<file path="src/hw/ffg_pkg.sv">
// Constants, types and register map of the flash write guard host controller
//
// Contract
// - The host holds every strobe in a non-writing state while the supply is not yet good.
// - A write happens only with chip select and write strobe low and output strobe high, and the host drives exactly that.
// - The host reads erase_window_flag before and after each added sector erase and treats a high second read as rejected.
// - In data polling, after timeout_fail_flag is seen the host reads polled_data_bit once more before failing.
// - In toggle polling, after timeout_fail_flag is seen the host makes one more toggle comparison before failing.
package ffg_pkg;
  localparam int ADDR_W = 20;
  localparam int DATA_W = 16;
  localparam int CLK_PERIOD_PS = 5000;
  localparam int T_WC_NS = 70;
  localparam int T_WP_NS = 35;
  localparam int T_ACC_NS = 70;
  localparam int CYC_WC = (T_WC_NS * 1000 + CLK_PERIOD_PS - 1) / CLK_PERIOD_PS;
  localparam int CYC_WP = (T_WP_NS * 1000 + CLK_PERIOD_PS - 1) / CLK_PERIOD_PS;
  localparam int CYC_ACC = (T_ACC_NS * 1000 + CLK_PERIOD_PS - 1) / CLK_PERIOD_PS;
  localparam int SYNC_LAT = 2;

  localparam logic [7:0] REG_CTRL = 8'h00;
  localparam logic [7:0] REG_ADDR = 8'h04;
  localparam logic [7:0] REG_DATA = 8'h08;
  localparam logic [7:0] REG_RDATA = 8'h0C;
  localparam logic [7:0] REG_STATUS = 8'h10;
  localparam logic [7:0] REG_INT_STAT = 8'h14;
  localparam logic [7:0] REG_INT_MASK = 8'h18;

  localparam int CTRL_START_BIT = 0;
  localparam int CTRL_OP_LSB = 1;
  localparam int CTRL_ERASE_ADD_BIT = 3;

  localparam int ST_BUSY_BIT = 0;
  localparam int ST_LOCK_BIT = 1;
  localparam int ST_FAIL_BIT = 2;
  localparam int ST_REJECT_BIT = 3;

  localparam int INT_W = 3;
  localparam int INT_DONE_BIT = 0;
  localparam int INT_FAIL_BIT = 1;
  localparam int INT_REJECT_BIT = 2;

  localparam int DQ_POLL_BIT = 7;
  localparam int DQ_TOGGLE_BIT = 6;
  localparam int DQ_TIMEOUT_BIT = 5;
  localparam int DQ_WINDOW_BIT = 3;
  localparam logic [DATA_W-1:0] RESET_CMD = 16'h00F0;

  typedef enum logic [1:0] {OP_WRITE, OP_READ, OP_DPOLL, OP_TPOLL} ffg_op_e;

  typedef struct packed {
    logic ceN;
    logic weN;
    logic oeN;
    logic [ADDR_W-1:0] addr;
    logic [DATA_W-1:0] dqOut;
    logic dqOeN;
  } ffg_pins_s;

  typedef struct packed {
    logic isWrite;
    logic [ADDR_W-1:0] addr;
    logic [DATA_W-1:0] data;
  } ffg_cyc_req_s;
endpackage

</file>
<file path="src/hw/ffg_bus_cycle.sv">
// Single flash bus cycle engine: one write or one read on the flash pins
`timescale 1ns/10ps
`default_nettype none
module ffg_bus_cycle #(
  parameter int WP_CYC = ffg_pkg::CYC_WP,
  parameter int WC_CYC = ffg_pkg::CYC_WC,
  parameter int ACC_CYC = ffg_pkg::CYC_ACC
) (
  input wire logic clk,
  input wire logic rst,
  input wire logic abort,
  input wire logic start,
  input wire ffg_pkg::ffg_cyc_req_s req,
  input wire logic [ffg_pkg::DATA_W-1:0] dqIn,
  output ffg_pkg::ffg_pins_s pins,
  output logic done,
  output logic [ffg_pkg::DATA_W-1:0] rdData
);
  import ffg_pkg::*;

  // Counts must fit the 8-bit cycle counter
  if (WP_CYC < 1 || WP_CYC > 256 || WC_CYC < WP_CYC + 2 || WC_CYC > WP_CYC + 257 || ACC_CYC < 1
      || ACC_CYC + SYNC_LAT > 256)
  begin : gBadTiming
    $error("ffg_bus_cycle: timing counts cannot be served");
  end

  typedef enum {C_IDLE, C_SETUP, C_STROBE, C_HOLD, C_READ} ffg_cyc_e;
  ffg_cyc_e state_ff;
  logic [7:0] cnt_ff;
  logic [DATA_W-1:0] dqMeta_ff;
  logic [DATA_W-1:0] dqSync_ff;

  // ****************************************
  // Pin input synchroniser
  // ****************************************
  always_ff @(posedge clk)
  begin
    dqMeta_ff <= dqIn;
    dqSync_ff <= dqMeta_ff;
  end

  // ****************************************
  // Cycle sequencer
  // ****************************************
  always_ff @(posedge clk)
  begin
    done <= 1'b0;
    if (rst || abort)
    begin
      state_ff <= C_IDLE;
      cnt_ff <= 8'h00;
      pins.ceN <= 1'b1;
      pins.weN <= 1'b1;
      pins.oeN <= 1'b1;
      pins.dqOeN <= 1'b1;
      pins.addr <= '0;
      pins.dqOut <= '0;
      rdData <= '0;
    end
    else
    begin
      case (state_ff)
        C_IDLE:
        begin
          if (start)
          begin
            pins.addr <= req.addr;
            pins.dqOut <= req.data;
            pins.ceN <= 1'b0;
            if (req.isWrite)
            begin
              pins.dqOeN <= 1'b0;
              state_ff <= C_SETUP;
            end
            else
            begin
              pins.oeN <= 1'b0;
              cnt_ff <= 8'(ACC_CYC + SYNC_LAT - 1);
              state_ff <= C_READ;
            end
          end
        end
        C_SETUP:
        begin
          pins.weN <= 1'b0;
          cnt_ff <= 8'(WP_CYC - 1);
          state_ff <= C_STROBE;
        end
        C_STROBE:
        begin
          if (cnt_ff == 8'h00)
          begin
            pins.weN <= 1'b1;
            cnt_ff <= 8'(WC_CYC - WP_CYC - 2);
            state_ff <= C_HOLD;
          end
          else
            cnt_ff <= cnt_ff - 8'h01;
        end
        C_HOLD:
        begin
          if (cnt_ff == 8'h00)
          begin
            pins.ceN <= 1'b1;
            pins.dqOeN <= 1'b1;
            done <= 1'b1;
            state_ff <= C_IDLE;
          end
          else
            cnt_ff <= cnt_ff - 8'h01;
        end
        C_READ:
        begin
          if (cnt_ff == 8'h00)
          begin
            rdData <= dqSync_ff;
            pins.ceN <= 1'b1;
            pins.oeN <= 1'b1;
            done <= 1'b1;
            state_ff <= C_IDLE;
          end
          else
            cnt_ff <= cnt_ff - 8'h01;
        end
        default:
          state_ff <= C_IDLE;
      endcase
    end
  end
endmodule
`default_nettype wire

</file>
<file path="src/hw/ffg_host_ctrl.sv">
// Host controller: flash write guard, command cycles and status polling
//
// The implementer's own choices: the strobed register port and the register offsets.
`timescale 1ns/10ps
`default_nettype none
module ffg_host_ctrl (
  input wire logic clk,
  input wire logic rst,
  input wire logic [7:0] regAddr,
  input wire logic [31:0] regWdata,
  input wire logic regWr,
  input wire logic regRd,
  output logic [31:0] regRdata,
  output logic irq,
  input wire logic supplyOk,
  input wire logic [ffg_pkg::DATA_W-1:0] dqIn,
  output ffg_pkg::ffg_pins_s flashPins
);
  import ffg_pkg::*;

  typedef enum {S_IDLE, S_PRE, S_WR, S_POST, S_RD, S_DPOLL, S_DRECHK, S_TPOLL, S_TRECHK, S_RSTCMD} ffg_state_e;

  ffg_state_e state_ff;
  ffg_op_e op_ff;
  logic eraseAdd_ff;
  logic [ADDR_W-1:0] addr_ff;
  logic [DATA_W-1:0] data_ff;
  logic [DATA_W-1:0] rdRes_ff;
  logic [DATA_W-1:0] prev_ff;
  logic tgFirst_ff;
  logic lastFail_ff;
  logic lastReject_ff;
  logic okMeta_ff;
  logic okSync_ff;
  logic [INT_W-1:0] intStat_ff;
  logic [INT_W-1:0] intMask_ff;
  logic [INT_W-1:0] evt_ff;
  logic cycStart_ff;
  logic cycPend_ff;
  ffg_cyc_req_s cycReq_ff;
  logic cycDone;
  logic [DATA_W-1:0] cycData;
  logic startReq;

  function automatic logic dqBit(input logic [DATA_W-1:0] v, input int pos);
    dqBit = v[pos];
  endfunction

  // ****************************************
  // Supply good synchroniser
  // ****************************************
  always_ff @(posedge clk)
  begin
    if (rst)
    begin
      okMeta_ff <= 1'b0;
      okSync_ff <= 1'b0;
    end
    else
    begin
      okMeta_ff <= supplyOk;
      okSync_ff <= okMeta_ff;
    end
  end

  ffg_bus_cycle u_cycle (
    .clk(clk),
    .rst(rst),
    .abort(!okSync_ff),
    .start(cycStart_ff),
    .req(cycReq_ff),
    .dqIn(dqIn),
    .pins(flashPins),
    .done(cycDone),
    .rdData(cycData)
  );

  assign startReq = regWr && regAddr == REG_CTRL && regWdata[CTRL_START_BIT];

  // ****************************************
  // Operation sequencer
  // ****************************************
  always_ff @(posedge clk)
  begin
    cycStart_ff <= 1'b0;
    evt_ff <= '0;
    if (rst || !okSync_ff)
    begin
      state_ff <= S_IDLE;
      cycPend_ff <= 1'b0;
      cycReq_ff <= '0;
      tgFirst_ff <= 1'b0;
      prev_ff <= '0;
      if (rst)
      begin
        op_ff <= OP_READ;
        eraseAdd_ff <= 1'b0;
        addr_ff <= '0;
        data_ff <= '0;
        rdRes_ff <= '0;
        lastFail_ff <= 1'b0;
        lastReject_ff <= 1'b0;
      end
      else if (startReq)
      begin
        lastReject_ff <= 1'b1;
        evt_ff[INT_REJECT_BIT] <= 1'b1;
      end
    end
    else if (state_ff == S_IDLE)
    begin
      if (regWr && regAddr == REG_ADDR)
        addr_ff <= regWdata[ADDR_W-1:0];
      if (regWr && regAddr == REG_DATA)
        data_ff <= regWdata[DATA_W-1:0];
      if (startReq)
      begin
        op_ff <= ffg_op_e'(regWdata[CTRL_OP_LSB +: 2]);
        eraseAdd_ff <= regWdata[CTRL_ERASE_ADD_BIT];
        lastFail_ff <= 1'b0;
        lastReject_ff <= 1'b0;
        tgFirst_ff <= 1'b1;
        case (ffg_op_e'(regWdata[CTRL_OP_LSB +: 2]))
          OP_WRITE: state_ff <= regWdata[CTRL_ERASE_ADD_BIT] ? S_PRE : S_WR;
          OP_READ: state_ff <= S_RD;
          OP_DPOLL: state_ff <= S_DPOLL;
          OP_TPOLL: state_ff <= S_TPOLL;
          default: state_ff <= S_IDLE;
        endcase
      end
    end
    else if (!cycPend_ff)
    begin
      cycPend_ff <= 1'b1;
      cycStart_ff <= 1'b1;
      cycReq_ff.isWrite <= (state_ff == S_WR || state_ff == S_RSTCMD);
      cycReq_ff.addr <= addr_ff;
      cycReq_ff.data <= (state_ff == S_RSTCMD) ? RESET_CMD : data_ff;
    end
    else if (cycDone)
    begin
      cycPend_ff <= 1'b0;
      rdRes_ff <= cycData;
      case (state_ff)
        S_PRE:
        begin
          if (dqBit(cycData, DQ_WINDOW_BIT))
          begin
            lastReject_ff <= 1'b1;
            evt_ff[INT_REJECT_BIT] <= 1'b1;
            state_ff <= S_IDLE;
          end
          else
            state_ff <= S_WR;
        end
        S_WR:
        begin
          rdRes_ff <= rdRes_ff;
          if (eraseAdd_ff)
            state_ff <= S_POST;
          else
          begin
            evt_ff[INT_DONE_BIT] <= 1'b1;
            state_ff <= S_IDLE;
          end
        end
        S_POST:
        begin
          if (dqBit(cycData, DQ_WINDOW_BIT))
          begin
            lastReject_ff <= 1'b1;
            evt_ff[INT_REJECT_BIT] <= 1'b1;
          end
          else
            evt_ff[INT_DONE_BIT] <= 1'b1;
          state_ff <= S_IDLE;
        end
        S_DPOLL, S_DRECHK:
        begin
          if (dqBit(cycData, DQ_POLL_BIT) == dqBit(data_ff, DQ_POLL_BIT))
          begin
            evt_ff[INT_DONE_BIT] <= 1'b1;
            state_ff <= S_IDLE;
          end
          else if (state_ff == S_DRECHK)
            state_ff <= S_RSTCMD;
          else if (dqBit(cycData, DQ_TIMEOUT_BIT))
            state_ff <= S_DRECHK;
        end
        S_TPOLL, S_TRECHK:
        begin
          prev_ff <= cycData;
          tgFirst_ff <= 1'b0;
          if (!tgFirst_ff && dqBit(cycData, DQ_TOGGLE_BIT) == dqBit(prev_ff, DQ_TOGGLE_BIT))
          begin
            evt_ff[INT_DONE_BIT] <= 1'b1;
            state_ff <= S_IDLE;
          end
          else if (state_ff == S_TRECHK)
            state_ff <= S_RSTCMD;
          else if (!tgFirst_ff && dqBit(cycData, DQ_TIMEOUT_BIT))
            state_ff <= S_TRECHK;
        end
        S_RSTCMD:
        begin
          rdRes_ff <= rdRes_ff;
          lastFail_ff <= 1'b1;
          evt_ff[INT_FAIL_BIT] <= 1'b1;
          state_ff <= S_IDLE;
        end
        default:
        begin
          evt_ff[INT_DONE_BIT] <= 1'b1;
          state_ff <= S_IDLE;
        end
      endcase
    end
  end

  // ****************************************
  // Interrupt status and mask
  // ****************************************
  always_ff @(posedge clk)
  begin
    if (rst)
    begin
      intStat_ff <= '0;
      intMask_ff <= '0;
      irq <= 1'b0;
    end
    else
    begin
      if (regRd && regAddr == REG_INT_STAT)
        intStat_ff <= evt_ff;
      else
        intStat_ff <= intStat_ff | evt_ff;
      if (regWr && regAddr == REG_INT_MASK)
        intMask_ff <= regWdata[INT_W-1:0];
      irq <= |(intStat_ff & intMask_ff);
    end
  end

  // ****************************************
  // Register read port
  // ****************************************
  always_ff @(posedge clk)
  begin
    if (rst)
      regRdata <= '0;
    else if (regRd)
    begin
      case (regAddr)
        REG_CTRL: regRdata <= 32'({eraseAdd_ff, op_ff, 1'b0});
        REG_ADDR: regRdata <= 32'(addr_ff);
        REG_DATA: regRdata <= 32'(data_ff);
        REG_RDATA: regRdata <= 32'(rdRes_ff);
        REG_STATUS: regRdata <= 32'({lastReject_ff, lastFail_ff, !okSync_ff, state_ff != S_IDLE});
        REG_INT_STAT: regRdata <= 32'(intStat_ff);
        REG_INT_MASK: regRdata <= 32'(intMask_ff);
        default: regRdata <= 32'h0000_0000;
      endcase
    end
    else
      regRdata <= 32'h0000_0000;
  end
endmodule
`default_nettype wire

</file>
<file path="config.mk">
export PLATFORM = sky130hd
export DESIGN_NAME = ffg_host_ctrl
export DESIGN_NICKNAME = d
export VERILOG_FILES = /design/src/hw/ffg_pkg.sv /design/src/hw/ffg_bus_cycle.sv /design/src/hw/ffg_host_ctrl.sv
export SDC_FILE = /design/constraint.sdc
export NUM_CORES = 1
export LEC_CHECK = 0
export BUFFER_PORTS_ARGS = -buffer_cell sky130_fd_sc_hd__clkbuf_2
export CORE_ASPECT_RATIO = 1.2
export CORE_MARGIN = 2
export CORE_UTILIZATION = 56
export DETAILED_ROUTE_END_ITERATION = 6
export GPL_TIMING_DRIVEN = 0
export PLACE_DENSITY_LB_ADDON = 0.15
export SLEW_MARGIN = 40
export SYNTH_ARGS = -nofsm -noshare
export SYNTH_HDL_FRONTEND = slang
export SYNTH_SLANG_ARGS = --single-unit
</file>
<file path="constraint.sdc">
create_clock -name clk -period 4.29 [get_ports clk]
set_clock_uncertainty 0.05 [all_clocks]
set_input_delay 0.2145 -clock clk [delete_from_list [all_inputs] [get_ports clk]]
set_output_delay 0.2145 -clock clk [all_outputs]
set_load 0.005 [all_outputs]
</file>
=== After elaboration in Yosys (flattened, before gate mapping) ===
Cells that the tools add are included.

* Output and inout bits: 73
* Input bits: 61
* Register bits: 309
* Word-level logic and storage cells: 246

* Add/subtract/negate cells: 1
* Eq/ne operators: 43
* Bitwise logic cells: 7
* Reductions and logical operators: 66
* Muxes and demuxes: 94

{| class="wikitable"
|+ Operators with widths
! kind !! count
|-
| $mux 32 || 13
|-
| $pmux 32 s4 || 3
|-
| $eq 32x3->1 const B || 5
|-
| $mux 16 || 10
|-
| $pmux 20 s7 || 1
|-
| $eq 32x2->1 const B || 4
|-
| $eq 32x4->1 const B || 3
|-
| $mux 20 || 4
|-
| $eq 32x1->1 const B || 2
|-
| $eq 32x5->1 const B || 2
|-
| $logic_not 32->1 || 2
|-
| $mux 1 || 40
|-
| $mux 38 || 1
|-
| $mux 8 || 4
|-
| $pmux 8 s4 || 1
|-
| $reduce_bool 32->1 || 1
|-
| $reduce_bool 2->1 || 13
|-
| $eq 8x5->1 const B || 3
|-
| $reduce_and 4->1 || 5
|-
| $reduce_or 2->1 || 9
|-
| $eq 8x4->1 const B || 2
|-
| $logic_not 8->1 || 2
|-
| $mux 3 || 5
|-
| $reduce_and 3->1 || 5
|-
| other kinds (27) || 71
|}

=== Longest topological paths before layout ===
* Word-level depth: 9
* Depth in mapped cells: 9
* Depth with buffers taken out: 7

=== Cells and area by module ===
Synthesis repeated with hierarchy kept, for this count alone.

* Cells, all modules: 879
* Area total of the unflattened synthesis: 8764.7 um2

{| class="wikitable"
|+ Modules (own cells, without submodules)
! module !! area each (um2) !! sequential area each (um2) !! instances !! cells each
|-
| ffg_host_ctrl || 5457.7 || 3253.1 || 1 || 510
|-
| ffg_bus_cycle || 3306.9 || 2001.9 || 1 || 369
|}

=== Worst setup path after synthesis ===
Ideal clock, no wire load.

* Path kind: register to register
* Start: register state_ff[0]
* End: register rdRes_ff[0] (enable)
* Path buffers: 1
* Data required time: 3805 ps
* Setup time: 435 ps
* Clock period less this slack: 3255 ps
* Cell stages (with the launch flop): 6
* Arrival: 2769 ps
* Path slack: 1035 ps
* Path through: dfxtp_1 > clkbuf_1 > inv_1 > nand3b_1 > a21oi_1 > o41ai_1

* Cells in the longest elaborated chain, start to end: 4
* Elaborated cells on any way between the ends: 7
* Classes of those cells: 4 x eq/ne; 3 x reduce/logical

{| class="wikitable"
|+ RTL lines
! item !! RTL line !! RTL
|-
| start, declared || ffg_host_ctrl.sv:23 || <nowiki>ffg_state_e state_ff;</nowiki>
|-
| start signal, assigned || ffg_host_ctrl.sv:124 || <nowiki>OP_WRITE: state_ff <= regWdata[CTRL_ERASE_ADD_BIT] ? S_PRE : S_WR;</nowiki>
|-
| $eq 32x4->1 / $eq 32x2->1 (equally long branches) || ffg_host_ctrl.sv:144 || <nowiki>case (state_ff)</nowiki>
|-
| $reduce_or 2->1 (no line) || n/a ||
|-
| $ne 2x1->1 (no line) || n/a ||
|-
| $reduce_and 5->1 (no line) * || n/a ||
|-
| end signal, assigned || ffg_host_ctrl.sv:143 || <nowiki>rdRes_ff <= cycData;</nowiki>
|-
| end signal, assigned || ffg_host_ctrl.sv:158 || <nowiki>rdRes_ff <= rdRes_ff;</nowiki>
|-
| end signal, assigned || ffg_host_ctrl.sv:206 || <nowiki>rdRes_ff <= rdRes_ff;</nowiki>
|-
| end, declared || ffg_host_ctrl.sv:28 || <nowiki>logic [DATA_W-1:0] rdRes_ff;</nowiki>
|}

Every way passes the cells marked *; elsewhere a longest branch is shown, timed or not.
A chain may end at the register's enable or synchronous reset.

=== Worst setup path in the final report ===
* Start: register state_ff[0]
* End: register rdRes_ff[9] (enable)

Same word-level chain as after synthesis.

==> flow_summary.ini <==
[global_route]
use_met1 = 0.3102
grt_pass1_vias = 6846
grtUsageTotal = 0.2545
antenna_found_initial = 0
grtUsageMet3 = 0.03215
grt_use_met2 = 0.4691
busiest_layer = met2
grt_pass1_wl_um = 34270
grt-ovfl-total = 0
grt_max_degree = 17

[die]
initial_utilization = 0.5677
ios = 134
die-height_um = 141.4
rows = 50
die_width_um = 118.5
dieArea_mm2 = 0.01675
core_area_mm2 = 0.01551

[synthesis]
yosys_warnings = 0
synth_commonest_cells = nand2_1, dfxtp_1, a21oi_1
synthArstFlopShare = 0
synthDominantCellAreaShare = 0.4023
synth_area_per_cell_um2 = 9.732
synth_edf_count = 57
synth_area_leaders = dfxtp_1, edfxtp_1, nand2_1, a21oi_1, and3_1
syn-cell-area_mm2 = 0.008807
netlist_instances = 905
yosysUniqueCellTypes = 67
yosysMostFrequentCell = nand2_1
synth_top_area_cell = dfxtp_1
ys.flop_type = dfxtp_1
ys_seq_elements = 234
yosysSeqAreaShare = 0.5967

[clock_tree]
cts_setup_buffers = 0
insertion_delay_ns = 0.52
cts.path.max_buffers = 3
clkSlewWorstSetupHoldPaths_ns = 0.06
tritoncts = done
cts_buffers = 22
cts_htree_levels = 1
cts_sinks = 234
clockRootBuffer = clkbuf_16

[sta]
finalSetupViolations = 0
finalMaxSlewViolations = 0
rsz0062_at_grt = false
fin_ws_ns = 1.505
whs_ns = 0.01152
tightest_slew_ns = 0.8388
relSlewSlack = 0.4387
fin_crit_sh = 0.6492
fin_crit_ns = 2.785
fin_setup_tns_ns = 0
final_hold_viol_count = 0
clock.fmax_mhz = 359.0

[route]
drc_errors = 0
vias = 7110
drt_wl_total_um = 21600
ant_nets = 0
drt-wirelength-per-cell_um = 16.64
initialDrtViolationCount = 576
vias_per_cell = 5.478
firstDrtPassIters = 5

[placed_design]
portBuffers = 106
place_area_mm2 = 0.009694
pre_cts_slack_ns = 1.363
routabilityCongestion = 0.8981
hpwl_um = 15410

[critical_path]
start_kind = register
r2r-end = rdRes_ff[9]
r2r_setup_slack_ns = 1.50
cp_max_fo = 10
crit_arrival_ns = 2.96
crit_start = state_ff[0]
required_ns = 4.46
rr_startpoint = state_ff[0]
crit_type = reg2reg
crit_path_end = rdRes_ff[9]
critical_path.endpoint_type = register
rr_worst_depth = 7

[final_layout]
area_growth_pct = 20.66
diodes = 0
fin_area_mm2 = 0.01063
multi_input_area_mm2 = 0.003256
regArea_mm2 = 0.005255
drive_above_1_share = 0.1780
final_nets = 1136
fillers = 1289

[power]
p_leak_uw = 0.004028
pwr_density_cell_mw_per_mm2 = 408.1
fin_total_pwr_uw = 4336
peakVddDrop_mv = 0.2818

[run]
drv_cap = 0

[hold_path]
hold_path.class = in2reg
worstHoldPathCells = 2

[outcome]
outcome = finished, final reports clean
## registers in the layout (all words and copies together) (netlist names), 4 cells and up
| register | cells |
|---|---|
| addr_ff | 20 |
| u_cycle.pins | 40 |
| data_ff | 16 |
| cycReq_ff | 37 |
| rdRes_ff | 16 |
| u_cycle.rdData | 16 |
| u_cycle.dqSync_ff | 16 |
| state_ff | 4 |
| regRdata | 20 |
| u_cycle.dqMeta_ff | 16 |
| u_cycle.cnt_ff | 8 |
## cell type report
cell class | instances | share of cell area
Tap cell | 208 | 0.02449
Clock buffer | 34 | 0.05981
Inverter | 9 | 0.003179
Buffer | 72 | 0.03144
Sequential cell | 234 | 0.4945
Clock inverter | 6 | 0.004357
Multi-Input combinational cell | 601 | 0.3064
Timing Repair Buffer | 134 | 0.07583
## layout by cell type, fill, tap and decap left out, types with 12 or more instances in the layout
| master | n |
|---|---|
| dfxtp_1 | 177 |
| and3_1 | 40 |
| o21ai_0 | 19 |
| clkbuf_2 | 106 |
| nor2_1 | 58 |
| buf_4 | 15 |
| clkbuf_1 | 55 |
| conb_1 | 12 |
| mux2_2 | 14 |
| a21oi_1 | 106 |
| a22oi_1 | 15 |
| edfxtp_1 | 57 |
| nand2_1 | 184 |
| clkbuf_16 | 22 |
| dlygate4sd3_1 | 25 |
| nand3_1 | 19 |
| nor3_1 | 22 |
## worst max-delay path: stages (launching register included)
cell      delay (ns)
dfxtp_1         0.41
clkbuf_1        0.36
inv_1           0.21
nand3b_1        0.13
a21oi_1         0.11
o41ai_2         0.72
buf_2           0.31
buf_2           0.23
## cell families after synthesis
logic type,after synthesis,synth area share
buffers and inverters,81,0.04177
AO/OA/AOI/OAI,184,0.1280
multiplexers,23,0.02813
AND/OR/NAND/NOR,379,0.2016
flip-flops,234,0.5967
adder cells (fa/ha/maj),1,0.001420
other,1,0.0004258
XOR/XNOR,2,0.001989
## stage by stage
step,std cells,util
6_report,1298,0.6849
2_1_floorplan,916,-
3_5_place_dp,1233,0.6248
5_1_grt,1298,0.6849
3_3_place_gp,1230,0.6213
4_1_cts,1298,0.6849
## power by group
part | internal, uW | switching (uW) | leakage (uW) | total (uW)
Clock | 1030 | 808 | 0.000337 | 1840
Sequential | 2310 | 24.1 | 0.00201 | 2330
Combinational | 72.7 | 94.4 | 0.00169 | 167
## metal layers
layer | routed length (um) | up-vias
li1 | - | 3483
met2 | 11070 | 271
met5 | 0 | -
met3 | 1326 | 45
met4 | 481 | 0
met1 | 8719 | 3311
## what timing repair did
item,4_1_cts,5_1_grt
hold buffers,25,0
hold endpoints to repair,27,0
gates resized for setup,0,0
## worst min path at each step
stage | start | end | slack [ns]
after floorplan | dqIn[0] | u_cycle.dqMeta_ff[0] | 0.19
after global placement | u_cycle.dqMeta_ff[8] | u_cycle.dqSync_ff[8] | 0.26
after detailed placement | u_cycle.dqMeta_ff[11] | u_cycle.dqSync_ff[11] | 0.26
after CTS | regWdata[11] | data_ff[11] | 0.007
after global routing | regWdata[7] | addr_ff[7] | 0.01
final | regWdata[11] | addr_ff[11] | 0.01
Power figures use the tool's default switching activity.
